==> config.mk <==
export PLATFORM = sky130hd
export DESIGN_NAME = usc_serial_port
export DESIGN_NICKNAME = d
export VERILOG_FILES = /design/src/usc_pkg.sv /design/src/usc_sync2.sv /design/src/usc_serial_port.sv
export VERILOG_INCLUDE_DIRS = /design/src
export SDC_FILE = /design/constraint.sdc
export NUM_CORES = 1
export LEC_CHECK = 0
export ABC_AREA = 1
export BUFFER_PORTS_ARGS = -buffer_cell sky130_fd_sc_hd__buf_4
export CELL_PAD_IN_SITES_DETAIL_PLACEMENT = 0
export CELL_PAD_IN_SITES_GLOBAL_PLACEMENT = 1
export CORE_UTILIZATION = 35
export CTS_CLUSTER_SIZE = 28
export DETAILED_ROUTE_END_ITERATION = 12
export PLACE_DENSITY = 0.65
export RECOVER_POWER = 100
export SLEW_MARGIN = 20
export SYNTH_ARGS = -nofsm -noshare
export SYNTH_HDL_FRONTEND = slang
export SYNTH_SLANG_ARGS = --single-unit
==> constraint.sdc <==
create_clock -name ref_clk -period 2.74 [get_ports ref_clk]
set_clock_uncertainty 0.2 [all_clocks]
set_input_delay 0.548 -clock ref_clk [delete_from_list [all_inputs] [get_ports ref_clk]]
set_output_delay 0.548 -clock ref_clk [all_outputs]
set_load 0.05 [all_outputs]
==> src/usc_consts.svh <==
// Register offsets, field positions, reset values and timing counts of the serial port block.
`ifndef USC_CONSTS_SVH
`define USC_CONSTS_SVH
`define USC_ADDR_RXCTL 8'h18
`define USC_ADDR_TXCTL 8'h98
`define USC_ADDR_TXBUF 8'h19
`define USC_ADDR_RXBUF 8'h1a
`define USC_ADDR_BAUD 8'h99
`define USC_ADDR_PORTDIR 8'h87
`define USC_ADDR_INTSTAT 8'h0c
`define USC_ADDR_INTMASK 8'h8c
`define USC_TX_CLOCK_SOURCE_SELECT 7
`define USC_TX_NINE 6
`define USC_TX_EN 5
`define USC_TX_SYNC 4
`define USC_TX_HIGH_SPEED_BAUD_SELECT 2
`define USC_TX_EMPTY 1
`define USC_TX_BIT9 0
`define USC_RX_SERIAL_PORT_ENABLE 7
`define USC_RX_NINE 6
`define USC_RX_SINGLE_RECEIVE_ENABLE 5
`define USC_RX_CONTINUOUS_RECEIVE_ENABLE 4
`define USC_RX_FRAMING_ERROR_FLAG 2
`define USC_RX_OVERRUN_ERROR_FLAG 1
`define USC_RX_BIT9 0
`define USC_DIR_TXCK 6
`define USC_DIR_DT 7
`define USC_TX_WMASK 8'hf5
`define USC_RX_WMASK 8'hf0
`define USC_TXCTL_RST 8'h00
`define USC_RXCTL_RST 8'h00
`define USC_PORTDIR_RST 8'hff
`define USC_BAUD_RST 8'h00
`define USC_OVS_LO_M1 6'd63
`define USC_OVS_HI_M1 6'd15
`define USC_OVS_SYNC_M1 6'd3
`define USC_HALF_LO_M1 6'd31
`define USC_HALF_HI_M1 6'd7
`define USC_INT_RXCHAR 0
`define USC_INT_TXLOAD 1
`define USC_INT_FRAMING_ERROR_FLAG 2
`define USC_INT_OVERRUN_ERROR_FLAG 3
`endif

==> src/usc_pkg.sv <==
// Types shared by the serial port block.
package usc_pkg;
  typedef struct packed {
    logic [7:0] addr;
    logic [7:0] wdata;
    logic wr;
    logic rd;
  } usc_bus_req_t;
  typedef enum logic [1:0] {
    TX_IDLE = 2'b01,
    TX_SHIFT = 2'b10
  } usc_tx_st_t;
  typedef enum logic [2:0] {
    RX_IDLE = 3'b001,
    RX_START = 3'b010,
    RX_DATA = 3'b100
  } usc_rx_st_t;
endpackage : usc_pkg

==> src/usc_sync2.sv <==
// Two flip-flop synchroniser for inputs from outside the clock domain.
`timescale 1ns/10ps
module usc_sync2 #(
  parameter int W = 1
) (
  input wire logic ref_clk, // Block clock.
  input wire logic rst, // Synchronous reset, active high.
  input wire logic [W-1:0] d, // Asynchronous inputs.
  output logic [W-1:0] q // Synchronised outputs.
);
  logic [W-1:0] meta_ff;
  logic [W-1:0] q_ff;
  // The first stage feeds only the second stage.
  always_ff @(posedge ref_clk) begin
    if (rst) begin
      // Reset to the idle level of the pulled-up pins, so no false edge follows reset.
      meta_ff <= '1;
      q_ff <= '1;
    end else begin
      meta_ff <= d;
      q_ff <= meta_ff;
    end
  end
  assign q = q_ff;
endmodule : usc_sync2

==> src/usc_serial_port.sv <==
// Serial port mode, pin ownership, shifters and status control.
`timescale 1ns/10ps
`include "usc_consts.svh"
module usc_serial_port (
  input wire logic ref_clk, // Block clock, 10 MHz.
  input wire logic rst, // Synchronous reset, active high.
  input wire usc_pkg::usc_bus_req_t bus_req, // Register request.
  output logic [7:0] rdata, // Read data, cycle after the read strobe.
  output logic irq, // Level interrupt.
  input wire logic transmit_clock_pin_i, // Transmit or clock pin level.
  output logic transmit_clock_pin_o, // Transmit or clock pin drive value.
  output logic transmit_clock_pin_oe, // Transmit or clock pin drive enable.
  input wire logic receive_data_pin_i, // Receive or data pin level.
  output logic receive_data_pin_o, // Receive or data pin drive value.
  output logic receive_data_pin_oe // Receive or data pin drive enable.
);
  import usc_pkg::*;
  logic [7:0] txctl_ff, rxctl_ff, dir_ff, baud_ff, brg_cnt_ff, txbuf_ff, rxbuf_ff, rdata_ff;
  logic [3:0] stat_ff, mask_ff, nxt_stat, ev;
  logic [1:0] pin_s;
  logic ck_d_ff, sclk_ff, hcnt_ff, tx_full_ff, rx_full_ff, rx_b9_ff, framing_error_flag_ff, overrun_error_flag_ff, irq_ff;
  logic txck_o_ff, txck_oe_ff, dt_o_ff, dt_oe_ff;
  usc_tx_st_t tx_st_ff;
  usc_rx_st_t rx_st_ff;
  logic [10:0] tx_sr_ff;
  logic [8:0] rx_sr_ff, rx_word;
  logic [3:0] tx_cnt_ff, rx_cnt_ff, nbits_tx, nbits_rx, tx_last, rx_last;
  logic [5:0] tx_ph_ff, rx_ph_ff, ovs_m1, half_m1;
  logic wr_txctl, wr_rxctl, wr_txbuf, rd_rxbuf, wr_stat;
  logic sync, clock_source_select, pins_on, tick, ck_s, dt_s, m_rise, m_fall, run_m, ck_rise, ck_fall;
  logic tx_busy, tx_load, tx_step, rx_run_a, rx_run_s, rx_run, rx_smp, rx_done, ovr;

  usc_sync2 #(.W(2)) u_pin_sync (
    .ref_clk(ref_clk),
    .rst(rst),
    .d({receive_data_pin_i, transmit_clock_pin_i}),
    .q(pin_s)
  );
  assign ck_s = pin_s[0];
  assign dt_s = pin_s[1];

  // Address decode and mode terms.
  assign wr_txctl = bus_req.wr && bus_req.addr == `USC_ADDR_TXCTL;
  assign wr_rxctl = bus_req.wr && bus_req.addr == `USC_ADDR_RXCTL;
  assign wr_txbuf = bus_req.wr && bus_req.addr == `USC_ADDR_TXBUF;
  assign wr_stat = bus_req.wr && bus_req.addr == `USC_ADDR_INTSTAT;
  assign rd_rxbuf = bus_req.rd && bus_req.addr == `USC_ADDR_RXBUF;
  assign sync = txctl_ff[`USC_TX_SYNC];
  assign clock_source_select = txctl_ff[`USC_TX_CLOCK_SOURCE_SELECT];
  assign pins_on = rxctl_ff[`USC_RX_SERIAL_PORT_ENABLE] && dir_ff[`USC_DIR_TXCK] && dir_ff[`USC_DIR_DT];
  assign ovs_m1 = sync ? `USC_OVS_SYNC_M1
                : (txctl_ff[`USC_TX_HIGH_SPEED_BAUD_SELECT] ? `USC_OVS_HI_M1 : `USC_OVS_LO_M1);
  assign half_m1 = txctl_ff[`USC_TX_HIGH_SPEED_BAUD_SELECT] ? `USC_HALF_HI_M1 : `USC_HALF_LO_M1;
  assign nbits_tx = txctl_ff[`USC_TX_NINE] ? 4'd9 : 4'd8;
  assign nbits_rx = rxctl_ff[`USC_RX_NINE] ? 4'd9 : 4'd8;
  assign tx_last = sync ? nbits_tx - 4'd1 : nbits_tx + 4'd1;
  assign rx_last = sync ? nbits_rx - 4'd1 : nbits_rx;

  // Control registers; hardware ends a single receive after one character.
  always_ff @(posedge ref_clk) begin
    if (rst) begin
      txctl_ff <= `USC_TXCTL_RST;
      rxctl_ff <= `USC_RXCTL_RST;
      dir_ff <= `USC_PORTDIR_RST;
      baud_ff <= `USC_BAUD_RST;
      mask_ff <= 4'h0;
      txbuf_ff <= 8'h00;
    end else begin
      if (wr_txctl) txctl_ff <= bus_req.wdata & `USC_TX_WMASK;
      if (wr_rxctl) begin
        rxctl_ff <= bus_req.wdata & `USC_RX_WMASK;
      end else if (rx_done && sync) begin
        rxctl_ff[`USC_RX_SINGLE_RECEIVE_ENABLE] <= 1'b0;
      end
      if (bus_req.wr && bus_req.addr == `USC_ADDR_PORTDIR) dir_ff <= bus_req.wdata;
      if (bus_req.wr && bus_req.addr == `USC_ADDR_BAUD) baud_ff <= bus_req.wdata;
      if (bus_req.wr && bus_req.addr == `USC_ADDR_INTMASK) mask_ff <= bus_req.wdata[3:0];
      if (wr_txbuf) txbuf_ff <= bus_req.wdata;
    end
  end

  // Baud tick; a new divisor restarts the count at once.
  assign tick = brg_cnt_ff == baud_ff;
  always_ff @(posedge ref_clk) begin
    if (rst || (bus_req.wr && bus_req.addr == `USC_ADDR_BAUD) || tick) brg_cnt_ff <= 8'h00;
    else brg_cnt_ff <= brg_cnt_ff + 8'h01;
  end

  // master clock generation, four ticks a bit, low while idle.
  assign run_m = sync && clock_source_select && pins_on && (tx_busy || rx_st_ff == RX_DATA);
  assign m_rise = run_m && tick && hcnt_ff && !sclk_ff;
  assign m_fall = run_m && tick && hcnt_ff && sclk_ff;
  always_ff @(posedge ref_clk) begin
    if (rst || !run_m) begin
      sclk_ff <= 1'b0;
      hcnt_ff <= 1'b0;
    end else if (tick) begin
      hcnt_ff <= !hcnt_ff;
      if (hcnt_ff) sclk_ff <= !sclk_ff;
    end
  end
  // slave clock edges from the synchronised pin.
  always_ff @(posedge ref_clk) begin
    if (rst) ck_d_ff <= 1'b1;
    else ck_d_ff <= ck_s;
  end
  assign ck_rise = clock_source_select ? m_rise : (ck_s && !ck_d_ff);
  assign ck_fall = clock_source_select ? m_fall : (!ck_s && ck_d_ff);

  // transmit waits while synchronous receive is enabled.
  assign tx_busy = tx_st_ff == TX_SHIFT;
  assign tx_load = tx_st_ff == TX_IDLE && tx_full_ff && txctl_ff[`USC_TX_EN] && pins_on
                   && (!sync || (rx_st_ff == RX_IDLE && !rxctl_ff[`USC_RX_SINGLE_RECEIVE_ENABLE]
                   && !rxctl_ff[`USC_RX_CONTINUOUS_RECEIVE_ENABLE]));
  assign tx_step = sync ? ck_fall : (tick && tx_ph_ff == ovs_m1);
  always_ff @(posedge ref_clk) begin
    if (rst) tx_full_ff <= 1'b0;
    else if (wr_txbuf) tx_full_ff <= 1'b1;
    else if (tx_load) tx_full_ff <= 1'b0;
  end
  // transmit shifter, LSB first, start and stop framed when asynchronous.
  always_ff @(posedge ref_clk) begin
    if (rst) begin
      tx_st_ff <= TX_IDLE;
      tx_sr_ff <= 11'h7ff;
      tx_cnt_ff <= 4'h0;
      tx_ph_ff <= 6'h00;
    end else begin
      case (tx_st_ff)
        TX_IDLE: begin
          if (tx_load) begin
            tx_st_ff <= TX_SHIFT;
            tx_cnt_ff <= 4'h0;
            tx_ph_ff <= 6'h00;
            if (sync) tx_sr_ff <= {2'b11, txctl_ff[`USC_TX_BIT9], txbuf_ff};
            else tx_sr_ff <= {1'b1, txctl_ff[`USC_TX_NINE] ? txctl_ff[`USC_TX_BIT9] : 1'b1,
                              txbuf_ff, 1'b0};
          end
        end
        TX_SHIFT: begin
          if (!txctl_ff[`USC_TX_EN] || !pins_on) begin
            tx_st_ff <= TX_IDLE;
          end else if (tx_step) begin
            if (tx_cnt_ff == tx_last) tx_st_ff <= TX_IDLE;
            tx_sr_ff <= {1'b1, tx_sr_ff[10:1]};
            tx_cnt_ff <= tx_cnt_ff + 4'h1;
            tx_ph_ff <= 6'h00;
          end else if (!sync && tick) begin
            tx_ph_ff <= tx_ph_ff + 6'h01;
          end
        end
        default: tx_st_ff <= TX_IDLE;
      endcase
    end
  end

  // asynchronous receive runs regardless of the transmitter.
  assign rx_run_a = !sync && pins_on && rxctl_ff[`USC_RX_CONTINUOUS_RECEIVE_ENABLE] && !overrun_error_flag_ff;
  assign rx_run_s = sync && pins_on && !overrun_error_flag_ff
                    && (rxctl_ff[`USC_RX_SINGLE_RECEIVE_ENABLE] || rxctl_ff[`USC_RX_CONTINUOUS_RECEIVE_ENABLE]);
  assign rx_run = sync ? rx_run_s : rx_run_a;
  // synchronous bits are taken on the rising clock edge.
  assign rx_smp = sync ? ck_rise : (tick && rx_ph_ff == ovs_m1);
  assign rx_done = rx_st_ff == RX_DATA && rx_run && rx_smp && rx_cnt_ff == rx_last;
  assign rx_word = sync ? {dt_s, rx_sr_ff[8:1]} : rx_sr_ff;
  assign ovr = rx_done && rx_full_ff && !rd_rxbuf;
  always_ff @(posedge ref_clk) begin
    if (rst) begin
      rx_st_ff <= RX_IDLE;
      rx_sr_ff <= 9'h000;
      rx_cnt_ff <= 4'h0;
      rx_ph_ff <= 6'h00;
    end else begin
      case (rx_st_ff)
        RX_IDLE: begin
          rx_cnt_ff <= 4'h0;
          rx_ph_ff <= 6'h00;
          if (rx_run_a && !dt_s) rx_st_ff <= RX_START;
          else if (rx_run_s && tx_st_ff == TX_IDLE) rx_st_ff <= RX_DATA;
        end
        RX_START: begin
          // Start bit is checked again at its middle.
          if (!rx_run_a) begin
            rx_st_ff <= RX_IDLE;
          end else if (tick) begin
            rx_ph_ff <= rx_ph_ff + 6'h01;
            if (rx_ph_ff == half_m1) begin
              rx_st_ff <= dt_s ? RX_IDLE : RX_DATA;
              rx_ph_ff <= 6'h00;
            end
          end
        end
        RX_DATA: begin
          if (!rx_run) begin
            rx_st_ff <= RX_IDLE;
          end else if (rx_smp) begin
            if (rx_cnt_ff == rx_last) rx_st_ff <= RX_IDLE;
            if (sync || rx_cnt_ff < nbits_rx) rx_sr_ff <= {dt_s, rx_sr_ff[8:1]};
            rx_cnt_ff <= rx_cnt_ff + 4'h1;
            rx_ph_ff <= 6'h00;
          end else if (!sync && tick) begin
            rx_ph_ff <= rx_ph_ff + 6'h01;
          end
        end
        default: rx_st_ff <= RX_IDLE;
      endcase
    end
  end

  always_ff @(posedge ref_clk) begin
    if (rst) begin
      rx_full_ff <= 1'b0;
      rxbuf_ff <= 8'h00;
      rx_b9_ff <= 1'b0;
      framing_error_flag_ff <= 1'b0;
      overrun_error_flag_ff <= 1'b0;
    end else begin
      if (ovr) overrun_error_flag_ff <= 1'b1;
      else if (!rxctl_ff[`USC_RX_CONTINUOUS_RECEIVE_ENABLE]) overrun_error_flag_ff <= 1'b0;
      if (rx_done && !ovr) begin
        rx_full_ff <= 1'b1;
        rxbuf_ff <= rxctl_ff[`USC_RX_NINE] ? rx_word[7:0] : rx_word[8:1];
        rx_b9_ff <= rx_word[8];
        framing_error_flag_ff <= !sync && !dt_s;
      end else if (rd_rxbuf) begin
        rx_full_ff <= 1'b0;
      end
    end
  end

  // shift empty state raises no event; events are sticky and set wins over clear.
  assign ev[`USC_INT_RXCHAR] = rx_done && !ovr;
  assign ev[`USC_INT_TXLOAD] = tx_load;
  assign ev[`USC_INT_FRAMING_ERROR_FLAG] = rx_done && !ovr && !sync && !dt_s;
  assign ev[`USC_INT_OVERRUN_ERROR_FLAG] = ovr;
  assign nxt_stat = (stat_ff & ~(wr_stat ? bus_req.wdata[3:0] : 4'h0)) | ev;
  always_ff @(posedge ref_clk) begin
    if (rst) begin
      stat_ff <= 4'h0;
      irq_ff <= 1'b0;
    end else begin
      stat_ff <= nxt_stat;
      irq_ff <= |(nxt_stat & mask_ff);
    end
  end

  // read mux; status bits reflect live state, unmapped reads return zero.
  always_ff @(posedge ref_clk) begin
    if (rst || !bus_req.rd) begin
      rdata_ff <= 8'h00;
    end else begin
      case (bus_req.addr)
        `USC_ADDR_TXCTL: rdata_ff <= {txctl_ff[7:2], !tx_busy, txctl_ff[0]};
        `USC_ADDR_RXCTL: rdata_ff <= {rxctl_ff[7:4], 1'b0, framing_error_flag_ff, overrun_error_flag_ff, rx_b9_ff};
        `USC_ADDR_TXBUF: rdata_ff <= txbuf_ff;
        `USC_ADDR_RXBUF: rdata_ff <= rxbuf_ff;
        `USC_ADDR_BAUD: rdata_ff <= baud_ff;
        `USC_ADDR_PORTDIR: rdata_ff <= dir_ff;
        `USC_ADDR_INTSTAT: rdata_ff <= {4'h0, stat_ff};
        `USC_ADDR_INTMASK: rdata_ff <= {4'h0, mask_ff};
        default: rdata_ff <= 8'h00;
      endcase
    end
  end

  // pin drivers, released whenever the port does not own the pins.
  always_ff @(posedge ref_clk) begin
    if (rst) begin
      txck_o_ff <= 1'b1;
      txck_oe_ff <= 1'b0;
      dt_o_ff <= 1'b1;
      dt_oe_ff <= 1'b0;
    end else begin
      txck_o_ff <= sync ? sclk_ff : (tx_busy ? tx_sr_ff[0] : 1'b1);
      txck_oe_ff <= pins_on && (sync ? clock_source_select : txctl_ff[`USC_TX_EN]);
      dt_o_ff <= tx_sr_ff[0];
      dt_oe_ff <= pins_on && sync && tx_busy;
    end
  end
  assign rdata = rdata_ff;
  assign irq = irq_ff;
  assign transmit_clock_pin_o = txck_o_ff;
  assign transmit_clock_pin_oe = txck_oe_ff;
  assign receive_data_pin_o = dt_o_ff;
  assign receive_data_pin_oe = dt_oe_ff;
endmodule : usc_serial_port

==> flow_summary_export.csv, run 1 <==
group,metric,value,unit
timing,tightestPinTransition,0.995,ns
setup_path,critPathArrivalTime,2.60,ns
synth,ys_seq_area_share,40.8,%
clocking,clock_sinks,127,
setup_path,crit_chain,"clkbuf_1 > inv_1 > nor4_2 > nand2_1 > nor2_2 > clkinv_1 > nand2_1 > o211ai_1",
setup_path,endpoint_kind,"register",
timing,clock.fmax,0.397,GHz
place,gp_congestion,0.851,
clocking,clk_pin_slew,0.06,ns
timing,fin_crit,2.52,ns
routing,wl_per_cell,15.9,µm
floorplanning,dieArea,0.0183,mm²
clocking,htree_levels,4,
cells_and_area,drive_gt1_share,12.2,%
routing,routed_wl,18200,µm
routing,vias_per_cell,5.14,
worst_hold_path,min_path_type,"input pin to register",
global_route,grt_pass1_wl,28800,µm
timing,drv_slew,0,
cells_and_area,diodes,0,
clocking,cts_resized,0,
setup_path,worst_path_largest_cell_delay,0.68,ns
floorplanning,die_width,135,µm
clocking,clk_latency,0.41,ns
clocking,root_buffer,"clkbuf_16",
global_route,gr-total-overflow,0,
global_route,antenna_found_initial,0,
routing,drtIter0Drc,321,
setup_path,crit_path_max_fanout,9,
synth,synth_largest_area_cell,"dfxtp_1",
setup_path,crit_top_cell,"nand2_1",
synth,synth-edff-count,0,
cells_and_area,syn2layout_area_growth,16.5,%
setup_path,worst_ep_required_time,2.82,ns
floorplanning,rows,48,
clocking,cts_setup_buffers,0,
timing,finalSetupViolations,0,
synth,synth_top_area_share,40.8,%
global_route,grt_util_all_layers,20.8,%
synth,synthFlopType,"dfxtp_1",
floorplanning,core_area,0.0174,mm²
power_and_ir_drop,leakagePower,2.91,nW
flow_run,cap_violations,0,
power_and_ir_drop,irDropWorstVdd,0.000403,V
setup_path,cp-start-kind,"input pin",
place,dp_hpwl,13300,µm
clocking,numCtsBuffers,17,
power_and_ir_drop,power_density,599,mW/mm²
routing,ant_nets,0,
timing,whs,0.114,ns
place,port_buffers,34,
cells_and_area,nets,935,
synth,syn_nets,884,
clocking,clockBufferDepth,2,
synth,synthTopCellsByArea,"dfxtp_1, nand2_1, a21oi_1",
global_route,grt_max_degree,40,
synth,synth_cells,854,
place,postPlaceCellArea,0.00682,mm²
floorplanning,die_y,135,µm
timing,maxSlewHeadroom,33.6,%
status,status,"finished, final reports clean",
cells_and_area,finish.instance_area,0.00726,mm²
timing,fin_crit_sh,91.9,%
synth,synth_seq_cells,127,
setup_path,worst-path-buf-inv,3,
setup_path,crit_family,"simple AND/OR/NAND/NOR gates",
routing,vias,5872,
power_and_ir_drop,finalPower,4.35,mW
timing,setup_tns,0,ns
synth,synth.top_cells.by_count,"nand2_1, dfxtp_1, inv_1",
floorplanning,ios,35,
synth,synth_cell_types,48,
clocking,cts_hold_repair.buffers,0,
cells_and_area,utilization,41.8,%
floorplanning,start_util,35.9,%
synth,async_reset_ff_share,0,%
clocking,cts_tree,"built",
setup_path,crit_slowest_cell,"nor4_2",
timing,rsz0062_at_grt,"no",
routing,drt_first_pass_iters,6,
setup_path,critPathKind,"input pin to register",
timing,hold_viol,0,
synth,syn_area,0.00623,mm²
synth,yosys.cell_count.top_type,"nand2_1",
synth,yosysWarnings,0,
synth,syn_avg_cell_area,7.29,µm²
global_route,first_global_vias,5442,
routing,drcViolationCount,0,
[cells in the final DEF, fill, tap and decap left out, drive strengths merged, types with 2 or more instances in the layout]
cell      count
nand2       171
dfxtp       127
o21ai       101
inv         101
a21oi        85
nor2         73
nand3        47
clkbuf       46
buf          35
nor3         20
o211ai       15
xor2         13
nand4        11
o22ai         9
ha            8
nor4          7
clkinv        7
or2           6
a221oi        6
a31oi         5
nor3b         4
clkinvlp      4
bufinv        3
mux2i         2
a211oi        2
o31ai         2
[through the flow]
stage                     worst slack [ns]  instances
after floorplan                      0.549        854
after global placement               0.209       1111
after detailed placement             0.208       1111
after CTS                            0.266       1143
after global routing                0.0138       1143
final                                0.221       1143
[final timing paths]
| check | start | slack, ns | cells after the start | to |
|---|---|---|---|---|
| setup / recovery | bus_req[11] | 0.22 | 8 | dir_ff[2] |
| hold / removal | transmit_clock_pin_i | 0.11 | 2 | u_pin_sync.meta_ff[0] |
| setup reg to reg | baud_ff[2] | 0.25 | 15 | framing_error_flag_ff |
| hold reg to reg | u_pin_sync.meta_ff[0] | 0.21 | 1 | u_pin_sync.q[0] |
[sequential cells by signal (all words and copies together) (netlist names), 6 cells and up]
signal / cells
txbuf_ff: 8
rx_sr_ff: 9
baud_ff: 8
tx_sr_ff: 10
rxbuf_ff: 8
brg_cnt_ff: 8
rx_ph_ff: 6
dir_ff: 8
rdata: 8
tx_ph_ff: 6
txctl_ff: 6
[cell type report]
class / instances / area, µm²
fill: 1811 / 10100
multi-input combinational: 595 / 3090
sequential: 127 / 2540
clock buffer: 21 / 450
inverter: 104 / 390
timing repair buffer: 60 / 362
tap: 225 / 282
clock inverter: 11 / 140
[layer usage]
| layer | vias up | wire, µm | track usage [%] |
|---|---|---|---|
| li1 | 2980 | - | - |
| met4 | 0 | 233 | 6.49 |
| met3 | 26 | 765 | 3.59 |
| met5 | - | 0 | 0 |
| met1 | 2740 | 8860 | 28.0 |
| met2 | 126 | 8310 | 33.6 |
[power by group]
part	switching [mW]	internal, mW	total (mW)
clock network	0.851	1.45	2.30
registers	0.00945	1.86	1.87
logic	0.126	0.0574	0.183
[cells by family after synthesis]
family	count (synthesis)	share of synthesized area, %
AO/OA/AOI/OAI	232	20.8
XOR/XNOR	13	1.83
adder cells (fa/ha/maj)	8	1.61
buffers and inverters	132	8.46
flip-flops	127	40.8
multiplexers	2	0.321
AND/OR/NAND/NOR	340	26.2
Power figures use the tool's default switching activity.
==> run 2: changes to the inputs <==
CTS_BUF_LIST = sky130_fd_sc_hd__clkbuf_8 sky130_fd_sc_hd__clkbuf_16   (was not set)
==> run 2 against run 1 <==
- critical path type unchanged
- fmax fell by 0.22%
- largest cell class unchanged
- via count is 0.31% lower
- clock power hardly changed
- flip-flop and latch count did not move
- global-route usage did not move
- total power decreased by 0.27%
==> flow_summary_export.csv, run 2 (synthesis gave the netlist of run 1 again) <==
group,metric,value,unit
power_and_ir_drop,leakagePower,2.93,nW
cells_and_area,drive_gt1_share,12.2,%
global_route,grt_max_degree,40,
global_route,antenna_found_initial,0,
power_and_ir_drop,power_density,598,mW/mm²
floorplanning,rows,48,
timing,setup_tns,0,ns
setup_path,cp-start-kind,"input pin",
clocking,root_buffer,"clkbuf_16",
routing,wl_per_cell,15.9,µm
cells_and_area,largestRegisters,"tx_sr_ff (10), rx_sr_ff (9)",
floorplanning,die_width,135,µm
place,gp_congestion,0.851,
place,dp_hpwl,13300,µm
cells_and_area,top_register,"tx_sr_ff",
clocking,cts_resized,0,
global_route,gr-total-overflow,0,
floorplanning,dieArea,0.0183,mm²
floorplanning,die_y,135,µm
setup_path,worst_ep_required_time,2.82,ns
flow_run,cap_violations,0,
setup_path,worst-path-buf-inv,3,
clocking,clock_sinks,127,
place,postPlaceCellArea,0.00682,mm²
floorplanning,start_util,35.9,%
floorplanning,core_area,0.0174,mm²
clocking,clk_pin_slew,0.06,ns
place,port_buffers,34,
setup_path,crit_chain,"clkbuf_1 > inv_1 > nor4_2 > nand2_1 > nor2_2 > clkinv_1 > nand2_1 > o211ai_1",
clocking,htree_levels,4,
routing,wl_met2,8320,µm
setup_path,worst_path_largest_cell_delay,0.68,ns
timing,clock.fmax,0.396,GHz
routing,drt_first_pass_iters,7,
timing,tightestPinTransition,0.998,ns
worst_hold_path,min_path_type,"input pin to register",
cells_and_area,syn2layout_area_growth,16.5,%
cells_and_area,largest_reg_flops,10,
routing,vias_per_cell,5.12,
setup_path,critPathKind,"input pin to register",
power_and_ir_drop,irDropWorstVdd,0.000403,V
timing,fin_crit_sh,92.1,%
routing,met3_length,688,µm
routing,met1Wirelength,8910,µm
global_route,grt_util_all_layers,20.8,%
routing,drtIter0Drc,321,
routing,highest_layer,"met4",
clocking,clk_latency,0.41,ns
clocking,clockBufferDepth,2,
routing,vias,5854,
routing,routed_wl,18100,µm
setup_path,crit_slowest_cell,"nor4_2",
status,status,"finished, final reports clean",
timing,fin_crit,2.52,ns
power_and_ir_drop,finalPower,4.34,mW
routing,drcViolationCount,0,
clocking,cts_hold_repair.buffers,0,
cells_and_area,final_cell_mix,"nand2_1, dfxtp_1, o21ai_0",
timing,maxSlewHeadroom,33.4,%
setup_path,critPathArrivalTime,2.61,ns
timing,rsz0062_at_grt,"no",
floorplanning,ios,35,
global_route,grt_pass1_wl,28800,µm
setup_path,endpoint_kind,"register",
setup_path,crit_path_max_fanout,9,
global_route,first_global_vias,5442,
clocking,cts_tree,"built",
routing,ant_nets,0,
clocking,cts_setup_buffers,0,
cells_and_area,final_common_cell,"nand2_1",
clocking,numCtsBuffers,17,
setup_path,crit_top_cell,"nand2_1",
setup_path,crit_family,"simple AND/OR/NAND/NOR gates",
cells_and_area,nets,935,
cells_and_area,diodes,0,
timing,hold_viol,0,
timing,drv_slew,0,
cells_and_area,finish.instance_area,0.00726,mm²
timing,finalSetupViolations,0,
## run 2: path summary, 6_finish.rpt
kind	end	start	slack, ns	depth (start not counted)
max	dir_ff[2]	bus_req[11]	0.22	8
max reg2reg	framing_error_flag_ff	baud_ff[2]	0.26	15
min reg2reg	u_pin_sync.q[0]	u_pin_sync.meta_ff[0]	0.21	1
min	u_pin_sync.meta_ff[0]	transmit_clock_pin_i	0.11	2
## run 2: stage by stage
| stage | instances | util [%] | hold WS, ns | setup slack, ns |
|---|---|---|---|---|
| 2_1_floorplan | 854 | - | 0.189 | 0.549 |
| 3_5_place_dp | 1111 | 39.3 | 0.193 | 0.208 |
| 6_report | 1143 | 41.8 | 0.114 | 0.216 |
| 3_3_place_gp | 1111 | 39.3 | 0.194 | 0.209 |
| 5_1_grt | 1143 | 41.8 | 0.0986 | 0.0139 |
| 4_1_cts | 1143 | 42.7 | 0.0976 | 0.265 |
## run 2: routing by layer
metal / vias up / GRT usage (%)
met3: 17 / 3.59
met5: - / 0
li1: 2978 / -
met1: 2739 / 28.0
met2: 120 / 33.6
met4: 0 / 6.49
## run 2: power breakdown
part           internal [mW]  switching, mW  total [mW]
clock                   1.44          0.850        2.29
sequential              1.86        0.00941        1.87
combinational         0.0574          0.125       0.183
total                   3.35          0.985        4.34
## run 2: final cells by class
| class | instances | area, µm² |
|---|---|---|
| Clock inverter | 14 | 151 |
| Tap cell | 225 | 282 |
| Timing Repair Buffer | 60 | 362 |
| Multi-Input combinational cell | 595 | 3090 |
| Sequential cell | 127 | 2540 |
| Clock buffer | 18 | 439 |
| Inverter | 104 | 390 |
| Fill cell | 1811 | 10100 |
